File: src/tccc_pkg.sv
// Overview of operation
// - select bit: 0 capture, 1 compare
// - force register writable, always reads zero
// - force bit fires programmed compare action now
// - forced action never sets channel flag
// - channel 7 compare overrides masked compare channels 6..4
// - force beats coincident compare, no flag
// - mask bit drives pin in compare mode on channels 6..4 only
// - channel 7 compare copies data bits to port where the mask bit is set
// - 16-bit up counter cleared by reset
// - counter writable only in special mode
// - word access moves both bytes at once
// - counter write leaves prescaler running unchanged
// - global enable clear stops the counter
// - fast clear: counter access clears overflow flag
package tccc_pkg;
  localparam int          TCCC_NCH       = 4;
  localparam logic [11:0] TCCC_A_MODE    = 12'h000;
  localparam logic [11:0] TCCC_A_FORCE   = 12'h004;
  localparam logic [11:0] TCCC_A_MASK    = 12'h008;
  localparam logic [11:0] TCCC_A_DATA    = 12'h00c;
  localparam logic [11:0] TCCC_A_CNT     = 12'h010;
  localparam logic [11:0] TCCC_A_CTRL    = 12'h014;
  localparam logic [11:0] TCCC_A_ACTION  = 12'h018;
  localparam logic [11:0] TCCC_A_STATUS  = 12'h01c;
  localparam int          TCCC_CTRL_EN   = 0;
  localparam int          TCCC_CTRL_FFC  = 1;
  localparam int          TCCC_CH_LSB    = 4;
  localparam logic [15:0] TCCC_CNT_RST   = 16'h0000;
  localparam logic [7:0]  TCCC_REG_RST   = 8'h00;
  localparam logic [3:0]  TCCC_PRE_RST   = 4'h0;
  // output action encoding held by the action register, two bits a channel
  typedef enum logic [1:0] {
    TCCC_ACT_NONE   = 2'b00,
    TCCC_ACT_TOGGLE = 2'b01,
    TCCC_ACT_CLEAR  = 2'b10,
    TCCC_ACT_SET    = 2'b11
  } tccc_act_t;
endpackage

File: src/tccc_top.sv
`timescale 1ns/10ps
module tccc_top
  import tccc_pkg::*;
#(
  parameter int PW = 4
) (
  input  wire logic        clk,
  input  wire logic        rst,
  input  wire logic        psel,
  input  wire logic        penable,
  input  wire logic        pwrite,
  input  wire logic [11:0] paddr,
  input  wire logic [31:0] pwdata,
  input  wire logic [3:0]  pstrb,
  output logic      [31:0] prdata,
  output logic             pready,
  output logic             pslverr,
  input  wire logic        special_mode,
  input  wire logic [3:0]  compare_match,
  input  wire logic [3:0]  channel_pin_in,
  output logic      [3:0]  channel_pin_out,
  output logic      [3:0]  channel_pin_oe,
  output logic      [3:0]  compare_flag_set,
  output logic             counter_overflow_flag,
  output logic      [15:0] main_counter
);
  logic [3:0]  channel_is_compare;
  logic [3:0]  ch7_compare_mask;
  logic [3:0]  ch7_compare_data;
  logic [7:0]  action_sel;
  logic [1:0]  ctrl;
  logic [PW-1:0] divide_m1;
  logic [3:0]  force_pulse;
  logic [3:0]  next_pin;
  logic        tick;

  // control word as read back
  logic [31:0] ctrl_word;

  // byte address compare, shared by every register decode
  function automatic logic reg_at(input logic [11:0] addr, input logic [11:0] offs);
    reg_at = (addr == offs);
  endfunction

  // access phase and direction
  wire acc     = psel & penable;
  wire wr      = acc & pwrite;

  // register hits
  wire hit_m   = reg_at(paddr, TCCC_A_MODE);
  wire hit_f   = reg_at(paddr, TCCC_A_FORCE);
  wire hit_k   = reg_at(paddr, TCCC_A_MASK);
  wire hit_d   = reg_at(paddr, TCCC_A_DATA);
  wire hit_c   = reg_at(paddr, TCCC_A_CNT);
  wire hit_t   = reg_at(paddr, TCCC_A_CTRL);
  wire hit_a   = reg_at(paddr, TCCC_A_ACTION);
  wire hit_s   = reg_at(paddr, TCCC_A_STATUS);
  wire mapped  = hit_m | hit_f | hit_k | hit_d | hit_c | hit_t | hit_a | hit_s;

  // byte lanes and channel field of the write data
  wire lane0   = pstrb[0];
  wire lane1   = pstrb[1];
  wire [3:0] wch = pwdata[7:4];

  // control fields
  wire enable  = ctrl[TCCC_CTRL_EN];
  wire ffc     = ctrl[TCCC_CTRL_FFC];

  // per-register write strobes; low lane carries every 8-bit register
  wire wr_mode  = wr & lane0 & hit_m;
  wire wr_force = wr & lane0 & hit_f;
  wire wr_mask  = wr & lane0 & hit_k;
  wire wr_data  = wr & lane0 & hit_d;
  wire wr_ctrl  = wr & lane0 & hit_t;
  wire wr_act   = wr & lane0 & hit_a;
  wire wr_stat  = wr & lane0 & hit_s;

  // zero-wait slave, error only for unmapped access
  assign pready  = 1'b1;
  assign pslverr = acc & ~mapped;

  // channel mode select
  always_ff @(posedge clk) begin
    if (rst) begin
      channel_is_compare <= TCCC_REG_RST[7:4];
    end else if (wr_mode) begin
      channel_is_compare <= wch;
    end
  end

  // channel 7 mask
  always_ff @(posedge clk) begin
    if (rst) begin
      ch7_compare_mask <= TCCC_REG_RST[7:4];
    end else if (wr_mask) begin
      ch7_compare_mask <= wch;
    end
  end

  // channel 7 data
  always_ff @(posedge clk) begin
    if (rst) begin
      ch7_compare_data <= TCCC_REG_RST[7:4];
    end else if (wr_data) begin
      ch7_compare_data <= wch;
    end
  end

  // output action codes, two bits a channel
  always_ff @(posedge clk) begin
    if (rst) begin
      action_sel <= TCCC_REG_RST;
    end else if (wr_act) begin
      action_sel <= pwdata[7:0];
    end
  end

  // enable, fast clear and prescale divide
  always_ff @(posedge clk) begin
    if (rst) begin
      ctrl      <= TCCC_REG_RST[1:0];
      divide_m1 <= '0;
    end else if (wr_ctrl) begin
      ctrl      <= pwdata[1:0];
      divide_m1 <= pwdata[8 +: PW];
    end
  end

  // force bits are write-only strobes
  assign force_pulse = wr_force ? wch : 4'h0;

  tccc_prescaler #(.W(PW)) u_pre (
    .clk       (clk),
    .rst       (rst),
    .run       (enable),
    .divide_m1 (divide_m1),
    .tick      (tick)
  );

  // counter access terms
  wire cnt_wr  = wr & hit_c & (lane0 | lane1) & special_mode;
  wire cnt_acc = acc & hit_c;
  wire wrap    = tick & (main_counter == 16'hffff);

  // main counter
  always_ff @(posedge clk) begin
    if (rst) begin
      main_counter <= TCCC_CNT_RST;
    end else if (cnt_wr) begin
      // both lanes land together in one cycle
      main_counter <= {lane1 ? pwdata[15:8] : main_counter[15:8],
                       lane0 ? pwdata[7:0]  : main_counter[7:0]};
    end else if (tick) begin
      main_counter <= main_counter + 16'h0001;
    end
  end

  // overflow flag: set wins over fast clear
  always_ff @(posedge clk) begin
    if (rst) begin
      counter_overflow_flag <= 1'b0;
    end else if (wrap & ~cnt_wr) begin
      counter_overflow_flag <= 1'b1;
    end else if (ffc & cnt_acc) begin
      counter_overflow_flag <= 1'b0;
    end else if (wr_stat & pwdata[0]) begin
      counter_overflow_flag <= 1'b0;
    end
  end

  // apply an output action to one pin level
  function automatic logic act(input logic [1:0] a, input logic cur);
    case (tccc_act_t'(a))
      TCCC_ACT_TOGGLE: act = ~cur;
      TCCC_ACT_CLEAR:  act = 1'b0;
      TCCC_ACT_SET:    act = 1'b1;
      default:         act = cur;
    endcase
  endfunction

  // per-channel output decision
  wire ch7_fire = channel_is_compare[3] & (compare_match[3] | force_pulse[3]);
  genvar g;
  generate
    for (g = 0; g < TCCC_NCH; g++) begin : g_ch
      wire fire  = channel_is_compare[g] & (compare_match[g] | force_pulse[g]);
      wire owrd  = (g < 3) & ch7_fire & ch7_compare_mask[g] & channel_is_compare[g];
      wire ownpn = act(action_sel[2*g +: 2], channel_pin_out[g]);
      assign next_pin[g] = owrd ? ch7_compare_data[g]
                         : (fire ? ownpn : channel_pin_out[g]);
      // pin driven when compare with action, or with mask set on channels 6..4
      assign channel_pin_oe[g] = channel_is_compare[g] &
             ((action_sel[2*g +: 2] != 2'b00) |
              ((g < 3) & ch7_compare_mask[g]));
      // flags only from real compares without a force
      assign compare_flag_set[g] = channel_is_compare[g] & compare_match[g] &
                                   ~force_pulse[g];
    end
  endgenerate

  // channel 7 data also applies to itself when masked
  always_ff @(posedge clk) begin
    if (rst) begin
      channel_pin_out <= 4'h0;
    end else begin
      channel_pin_out <= (ch7_fire & ch7_compare_mask[3])
                         ? {ch7_compare_data[3], next_pin[2:0]} : next_pin;
    end
  end

  // control fields packed into one word
  always_comb begin
    ctrl_word             = 32'h0000_0000;
    ctrl_word[8 +: PW]    = divide_m1;
    ctrl_word[1:0]        = ctrl;
  end

  // read data per register, zero when not addressed
  wire [31:0] rd_mode = hit_m ? {24'h00_0000, channel_is_compare, 4'h0} : 32'h0000_0000;
  wire [31:0] rd_mask = hit_k ? {24'h00_0000, ch7_compare_mask, 4'h0} : 32'h0000_0000;
  wire [31:0] rd_data = hit_d ? {24'h00_0000, ch7_compare_data, 4'h0} : 32'h0000_0000;
  wire [31:0] rd_cnt  = hit_c ? {16'h0000, main_counter} : 32'h0000_0000;
  wire [31:0] rd_ctrl = hit_t ? ctrl_word : 32'h0000_0000;
  wire [31:0] rd_act  = hit_a ? {24'h00_0000, action_sel} : 32'h0000_0000;
  wire [31:0] rd_stat = hit_s ? {20'h0_0000, channel_pin_in, channel_pin_out, 3'b000,
                                 counter_overflow_flag} : 32'h0000_0000;

  // read mux; force register has no term and reads zero
  assign prdata = rd_mode | rd_mask | rd_data | rd_cnt |
                  rd_ctrl | rd_act | rd_stat;
endmodule // tccc_top

File: src/tccc_prescaler.sv
`timescale 1ns/10ps
module tccc_prescaler
  import tccc_pkg::*;
#(
  parameter int W = 4
) (
  input  wire logic         clk,
  input  wire logic         rst,
  input  wire logic         run,
  input  wire logic [W-1:0] divide_m1,
  output logic              tick
);
  logic [W-1:0] count;
  wire          wrap = (count >= divide_m1);

  // free divider, unaffected by counter writes
  always_ff @(posedge clk) begin
    if (rst) begin
      count <= W'(TCCC_PRE_RST);
    end else if (run) begin
      count <= wrap ? '0 : count + 1'b1;
    end
  end

  assign tick = run & wrap;
endmodule // tccc_prescaler

File: config.mk
export PLATFORM = sky130hd
export DESIGN_NAME = tccc_top
export DESIGN_NICKNAME = d
export VERILOG_FILES = /design/src/tccc_pkg.sv /design/src/tccc_top.sv /design/src/tccc_prescaler.sv
export SDC_FILE = /design/constraint.sdc
export NUM_CORES = 1
export LEC_CHECK = 0
export ABC_AREA = 1
export BUFFER_PORTS_ARGS = -buffer_cell sky130_fd_sc_hd__buf_2
export CAP_MARGIN = 0
export CORE_ASPECT_RATIO = 0.6
export CORE_MARGIN = 2
export CORE_UTILIZATION = 35
export CTS_CLUSTER_SIZE = 14
export DETAILED_ROUTE_END_ITERATION = 10
export PLACE_DENSITY = 0.67
export SLEW_MARGIN = 20
export SYNTH_ARGS = -nofsm -noshare
export SYNTH_HDL_FRONTEND = slang
export SYNTH_SLANG_ARGS = --single-unit
File: constraint.sdc
create_clock -name clk -period 1.8 [get_ports clk]
set_clock_uncertainty 0.05 [all_clocks]
set_input_delay 0.36 -clock clk [delete_from_list [all_inputs] [get_ports clk]]
set_output_delay 0.36 -clock clk [all_outputs]
set_load 0.01 [all_outputs]
==> results_dict.tcl, run 1 <==
set metrics [dict create \
    outcome "finished with violations" \
    violations "negative setup slack" \
    fp.dieArea_sq_um 11000 \
    clkLatencyLatePin_ns 0.29 \
    critPathLaunchType "input pin" \
    synth_edf_count 0 \
    dieHeight_microns 82.0 \
    synth.avg_cell_area_sq_um 6.30 \
    cp.required_ns 1.39 \
    postPlaceCellArea_sq_um 4410 \
    rsz0062_at_grt "true" \
    syn_area_sq_um 3550 \
    cts.path.max_buffers 2 \
    wirelength_microns 12600 \
    p_leak_nw 2.44 \
    synth_warnings 0 \
    area_growth_pct 45.3 \
    p_per_area_nw_per_um2 450 \
    ios 125 \
    hold_violations 0 \
    utilization_pct 52.4 \
    setup_tns_ns -5.22 \
    die_x_microns 134 \
    overflow 0 \
    netlist_instances 563 \
    grt_pass1_wl_microns 19000 \
    crit_path_end_kind "output port" \
    clkSinkCount 51 \
    fillers 919 \
    arrival_ns 1.68 \
    rows 28 \
    worst_slack_ns -0.285 \
    cts_tree "built" \
    vdd_ir_drop_max_uv 349 \
    ant_nets 0 \
    clkTransAtPathRegs_ns 0.06 \
    wl_per_cell_microns 15.0 \
    place.gp.congestion 0.916 \
    start_util_pct 36.0 \
    nets 779 \
    core_area_sq_um 9840 \
    hpwl_microns 9250 \
    grt_max_degree 22 \
    synthFlopType "dfxtp_1" \
    p_total_mw 2.32 \
    grt_pass1_vias 3845 \
    cts_max_level 2 \
    holdWs_ns 0.333 \
    diodes 0 \
    slew_violations 0 \
    synth-seq-cells 51 \
    drive_gt1_share_pct 33.7 \
    crit_fanout 4 \
    period_share_pct 116 \
    numCtsBuffers 5 \
    fmax_mhz 480 \
    drt_iter0_drc 498 \
    final_common_cell "nand2_1" \
    crit_type "input pin to output port" \
    ys_seq_area_share_pct 28.8 \
    cts-root-buf "clkbuf_16" \
    cap_violations 0 \
    final_area_sq_um 5150 \
    cts_hold_buf 0 \
    io_buffers 89 \
    hp-class "input pin to register" \
    setup_viol 38 \
    route.detailed.drc 0 \
    ys_types 34 \
    dr.pass1.iters 5 \
    vias 4334 \
    period_minus_slack_ns 2.09 \
    antenna_found_initial 0 \
    multi_input_area_sq_um 2390 \
    regArea_sq_um 1020 \
    async_reset_ff_share_pct 0 \
    viasPerCell 5.15 \
    final_cell_mix "nand2_1, buf_2, inv_1" \
    grt_usage_pct 21.9 \
]
-- where the power goes --
| part | internal [mW] | switching (mW) |
|---|---|---|
| sequential | 1.13 | 0.0000319 |
| combinational | 0.0857 | 0.129 |
| clock | 0.545 | 0.431 |
-- worst paths after layout --
kind | startpoint | end | slack (ns) | cells after the start
setup / recovery | paddr[6] | prdata[4] | -0.29 | 10
hold / removal | pwdata[12] | main_counter[12]$_SDFFE_PP0P_ | 0.33 | 5
setup reg to reg | divide_m1[1]$_SDFFE_PP0P_ | main_counter[15]$_SDFFE_PP0P_ | -0.03 | 12
hold reg to reg | ch7_compare_data[2]$_SDFFE_PP0P_ | ch7_compare_data[2]$_SDFFE_PP0P_ | 0.44 | 2
-- flip-flops by register name, indices dropped and copies added, names as in the netlist --
register	count
action_sel	8
ch7_compare_data	4
ch7_compare_mask	4
channel_is_compare	4
channel_pin_out	4
counter_overflow_flag	1
ctrl	2
divide_m1	4
main_counter	16
u_pre.count	4
-- per-stage QoR --
stage,setup slack (ns),instances
3_3_place_gp,-0.273,819
2_1_floorplan,0.0264,578
6_report,-0.285,842
4_1_cts,-0.199,834
3_5_place_dp,-0.294,819
5_1_grt,-0.328,842
-- routing by layer --
metal | vias up | GRT usage (%) | share of wire, %
met1 | 2029 | 31.9 | 49
li1 | 2092 | - | -
met3 | 22 | 4.57 | 7.5
met4 | 0 | 4.47 | 1.3
met2 | 191 | 33.3 | 42
met5 | - | 0 | 0
-- synth_stat cells, types with 2 or more instances --
master / count / area [sq um]
clkbuf_1: 7 / 26.3
nand2_1: 111 / 417
nand4_1: 15 / 93.8
ha_1: 10 / 125
o22ai_1: 11 / 68.8
buf_4: 18 / 135
inv_1: 88 / 330
o221ai_1: 5 / 43.8
buf_6: 3 / 33.8
dfxtp_1: 51 / 1020
conb_1: 2 / 7.51
nor2_2: 4 / 25.0
a21oi_1: 41 / 205
nor2_1: 63 / 236
buf_2: 4 / 20.0
xor2_1: 8 / 70.1
nand2_4: 4 / 45.0
o21ai_0: 39 / 195
nand3_1: 56 / 280
nand2_2: 3 / 18.8
nor3_1: 7 / 35.0
-- worst max-delay path, stage by stage --
cell and delay, ns:
buf_6 0.09, inv_2 0.04, nand4_1 0.18, buf_4 0.20
inv_4 0.07, nand3_4 0.13, o22ai_2 0.23, nor2_1 0.06
o211ai_1 0.12, buf_2 0.18
-- logic make-up after synthesis --
logic type | Yosys count | share of synthesized area, %
XOR/XNOR | 8 | 1.97
AO/OA/AOI/OAI | 102 | 15.7
buffers and inverters | 121 | 15.6
flip-flops | 51 | 28.8
adder cells (fa/ha/maj) | 10 | 3.53
other | 2 | 0.212
AND/OR/NAND/NOR | 269 | 34.2
-- cell type report --
class,instances,area share [%]
Clock buffer,6,2.69
Clock inverter,1,0.0971
Inverter,89,6.92
Multi-Input combinational cell,407,46.3
Sequential cell,51,19.8
Tap cell,135,3.28
Timing Repair Buffer,152,20.7
Timing Repair inverter,1,0.218
-- what timing repair did --
item,in CTS,in global routing
resized for setup,63,58
setup endpoints to repair,18,39
pin swaps,11,21
setup buffers,7,7
cloned,1,1
No activity file was read; power rests on OpenSTA's default activity.
==> run 2: changes to the inputs <==
Settings changed: BUFFER_PORTS_ARGS -buffer_cell sky130_fd_sc_hd__buf_2 to -buffer_cell sky130_fd_sc_hd__clkbuf_2.
==> results_dict.tcl, run 2 (synthesis results as in run 1) <==
set metrics [dict create \
    outcome "finished with violations" \
    violations "negative setup slack" \
    cts_max_level 2 \
    diodes 0 \
    wl_per_cell_microns 15.4 \
    crit_path_end_kind "output port" \
    period_minus_slack_ns 2.04 \
    io_buffers 89 \
    dieHeight_microns 82.0 \
    fillers 920 \
    die_x_microns 134 \
    core_area_sq_um 9840 \
    setup_viol 17 \
    grt_pass1_wl_microns 19300 \
    nets 775 \
    wirelength_microns 12900 \
    clkSinkCount 51 \
    slowest_delay_ns 0.22 \
    cp.required_ns 1.39 \
    largest-register "main_counter" \
    numCtsBuffers 5 \
    clkTransAtPathRegs_ns 0.07 \
    hpwl_microns 9410 \
    vias 4285 \
    rsz0062_at_grt "true" \
    r2r_slack_ns 0.02 \
    area_growth_pct 47.3 \
    slowest_stage "buf_4" \
    dr.pass1.iters 5 \
    rr_worst_depth 13 \
    rows 28 \
    cts.path.max_buffers 2 \
    vdd_ir_drop_max_uv 354 \
    place.gp.congestion 0.920 \
    crit_fanout 8 \
    fmax_mhz 491 \
    arrival_ns 1.63 \
    period_share_pct 113 \
    pwr-share-clk_pct 42.4 \
    largest_reg_flops 16 \
    hold_path_depth 3 \
    worstPathCellList "buf_6 > inv_2 > nand4_1 > buf_4 > nor2_4 > inv_6 > buf_12 > o221ai_4 > buf_4" \
    ios 125 \
    utilization_pct 53.1 \
    hold_violations 0 \
    grt_pass1_vias 3924 \
    rr_startpoint "divide_m1[1]$_SDFFE_PP0P_" \
    cts-root-buf "clkbuf_16" \
    drive_gt1_share_pct 36.8 \
    switching_share_pct 25.7 \
    min_to "divide_m1[0]$_SDFFE_PP0P_" \
    final_cell_mix "nand2_1, clkbuf_2, inv_1" \
    antenna_found_initial 0 \
    path_delay_family "buffers and inverters" \
    top_regs "main_counter (16), action_sel (8)" \
    drt_iter0_drc 403 \
    p_leak_nw 2.46 \
    fp.dieArea_sq_um 11000 \
    cap_violations 0 \
    pwr-share-seq_pct 48.6 \
    grt_max_degree 17 \
    holdWs_ns 0.322 \
    p_per_area_nw_per_um2 443 \
    clkLatencyLatePin_ns 0.30 \
    cts_tree "built" \
    start_util_pct 36.0 \
    internal-power_mw 1.72 \
    comb_power_share_pct 9.0 \
    slew_violations 0 \
    worst_slack_ns -0.236 \
    switchingPower_mw 0.595 \
    route.detailed.drc 0 \
    critPathLaunchType "input pin" \
    min-delay-start "pwdata[8]" \
    grt_usage_pct 22.3 \
    place_ws_ns -0.304 \
    hp-class "input pin to register" \
    crit_top_cell "buf_4" \
    final_common_cell "nand2_1" \
    crit_type "input pin to output port" \
    reg2reg_to "main_counter[15]$_SDFFE_PP0P_" \
    path_buf_inv 6 \
    viasPerCell 5.11 \
    ant_nets 0 \
    overflow 0 \
]
==> run 2: cell count changes in the layout (fill, tap and decap cells not counted), sizes merged <==
cell	previous run	this run
buf	152	76
clkbuf	6	78
clkinv	1	2
==> run 2: metal layers <==
layer / GRT usage, % / vias to the layer above / part of all wire (%)
met4: 6.49 / 0 / 1.7
met5: 0 / - / 0
met3: 4.51 / 21 / 8.3
met2: 34.7 / 201 / 43
met1: 31.3 / 1982 / 47
li1: - / 2081 / -
==> run 2: worst max-delay path by stage <==
stage | from | endpoint | depth (start not counted) | slack [ns]
floorplan | paddr[9] | prdata[4] | 8 | 0.03
global placement | paddr[9] | prdata[8] | 10 | -0.26
detailed placement | paddr[9] | prdata[10] | 10 | -0.30
CTS | paddr[9] | prdata[4] | 11 | -0.19
global route | paddr[6] | prdata[4] | 10 | -0.30
finish | paddr[6] | prdata[10] | 9 | -0.24
==> run 2: tightest hold or removal path, cell delays in order <==
cell,delay [ns]
clkbuf_2,0.09
o21ai_0,0.08
a21oi_1,0.10
==> run 2: power by group through the flow <==
stage | sequential, mW | clock (mW) | combinational (mW)
2_1_floorplan | 1.15 | 0 | 0.0978
3_3_place_gp | 1.15 | 0 | 0.165
3_5_place_dp | 1.15 | 0 | 0.167
4_1_cts | 1.13 | 0.991 | 0.180
5_1_grt | 1.13 | 1.04 | 0.225
6_report | 1.13 | 0.983 | 0.207
==> run 2: through the flow <==
step | power (mW) | setup TNS, ns | instance area (sq um) | std cells
6_report | 2.32 | -2.85 | 5230 | 839
2_1_floorplan | 1.25 | 0 | 3610 | 578
4_1_cts | 2.30 | -2.11 | 4790 | 832
3_5_place_dp | 1.32 | -4.64 | 4410 | 818
3_3_place_gp | 1.32 | -4.36 | 4410 | 818
5_1_grt | 2.39 | -4.81 | 5230 | 839
==> run 2: layout make-up <==
type | instances | area, sq um | share of cell area (%)
multi-input combinational | 407 | 2460 | 47.0
timing repair buffer | 149 | 1070 | 20.5
sequential | 51 | 1030 | 19.6
inverter | 89 | 357 | 6.82
tap | 135 | 169 | 3.23
clock buffer | 5 | 125 | 2.39
clock inverter | 3 | 18.8 | 0.359
==> run 2: repair_timing <==
| action | in CTS | in global routing |
|---|---|---|
| gates resized for setup | 46 | 117 |
| gates cloned | 0 | 1 |
| pin swaps | 5 | 21 |
| buffers inserted | 6 | 7 |
| hold buffers | 0 | 0 |
| setup endpoints to repair | 22 | 39 |
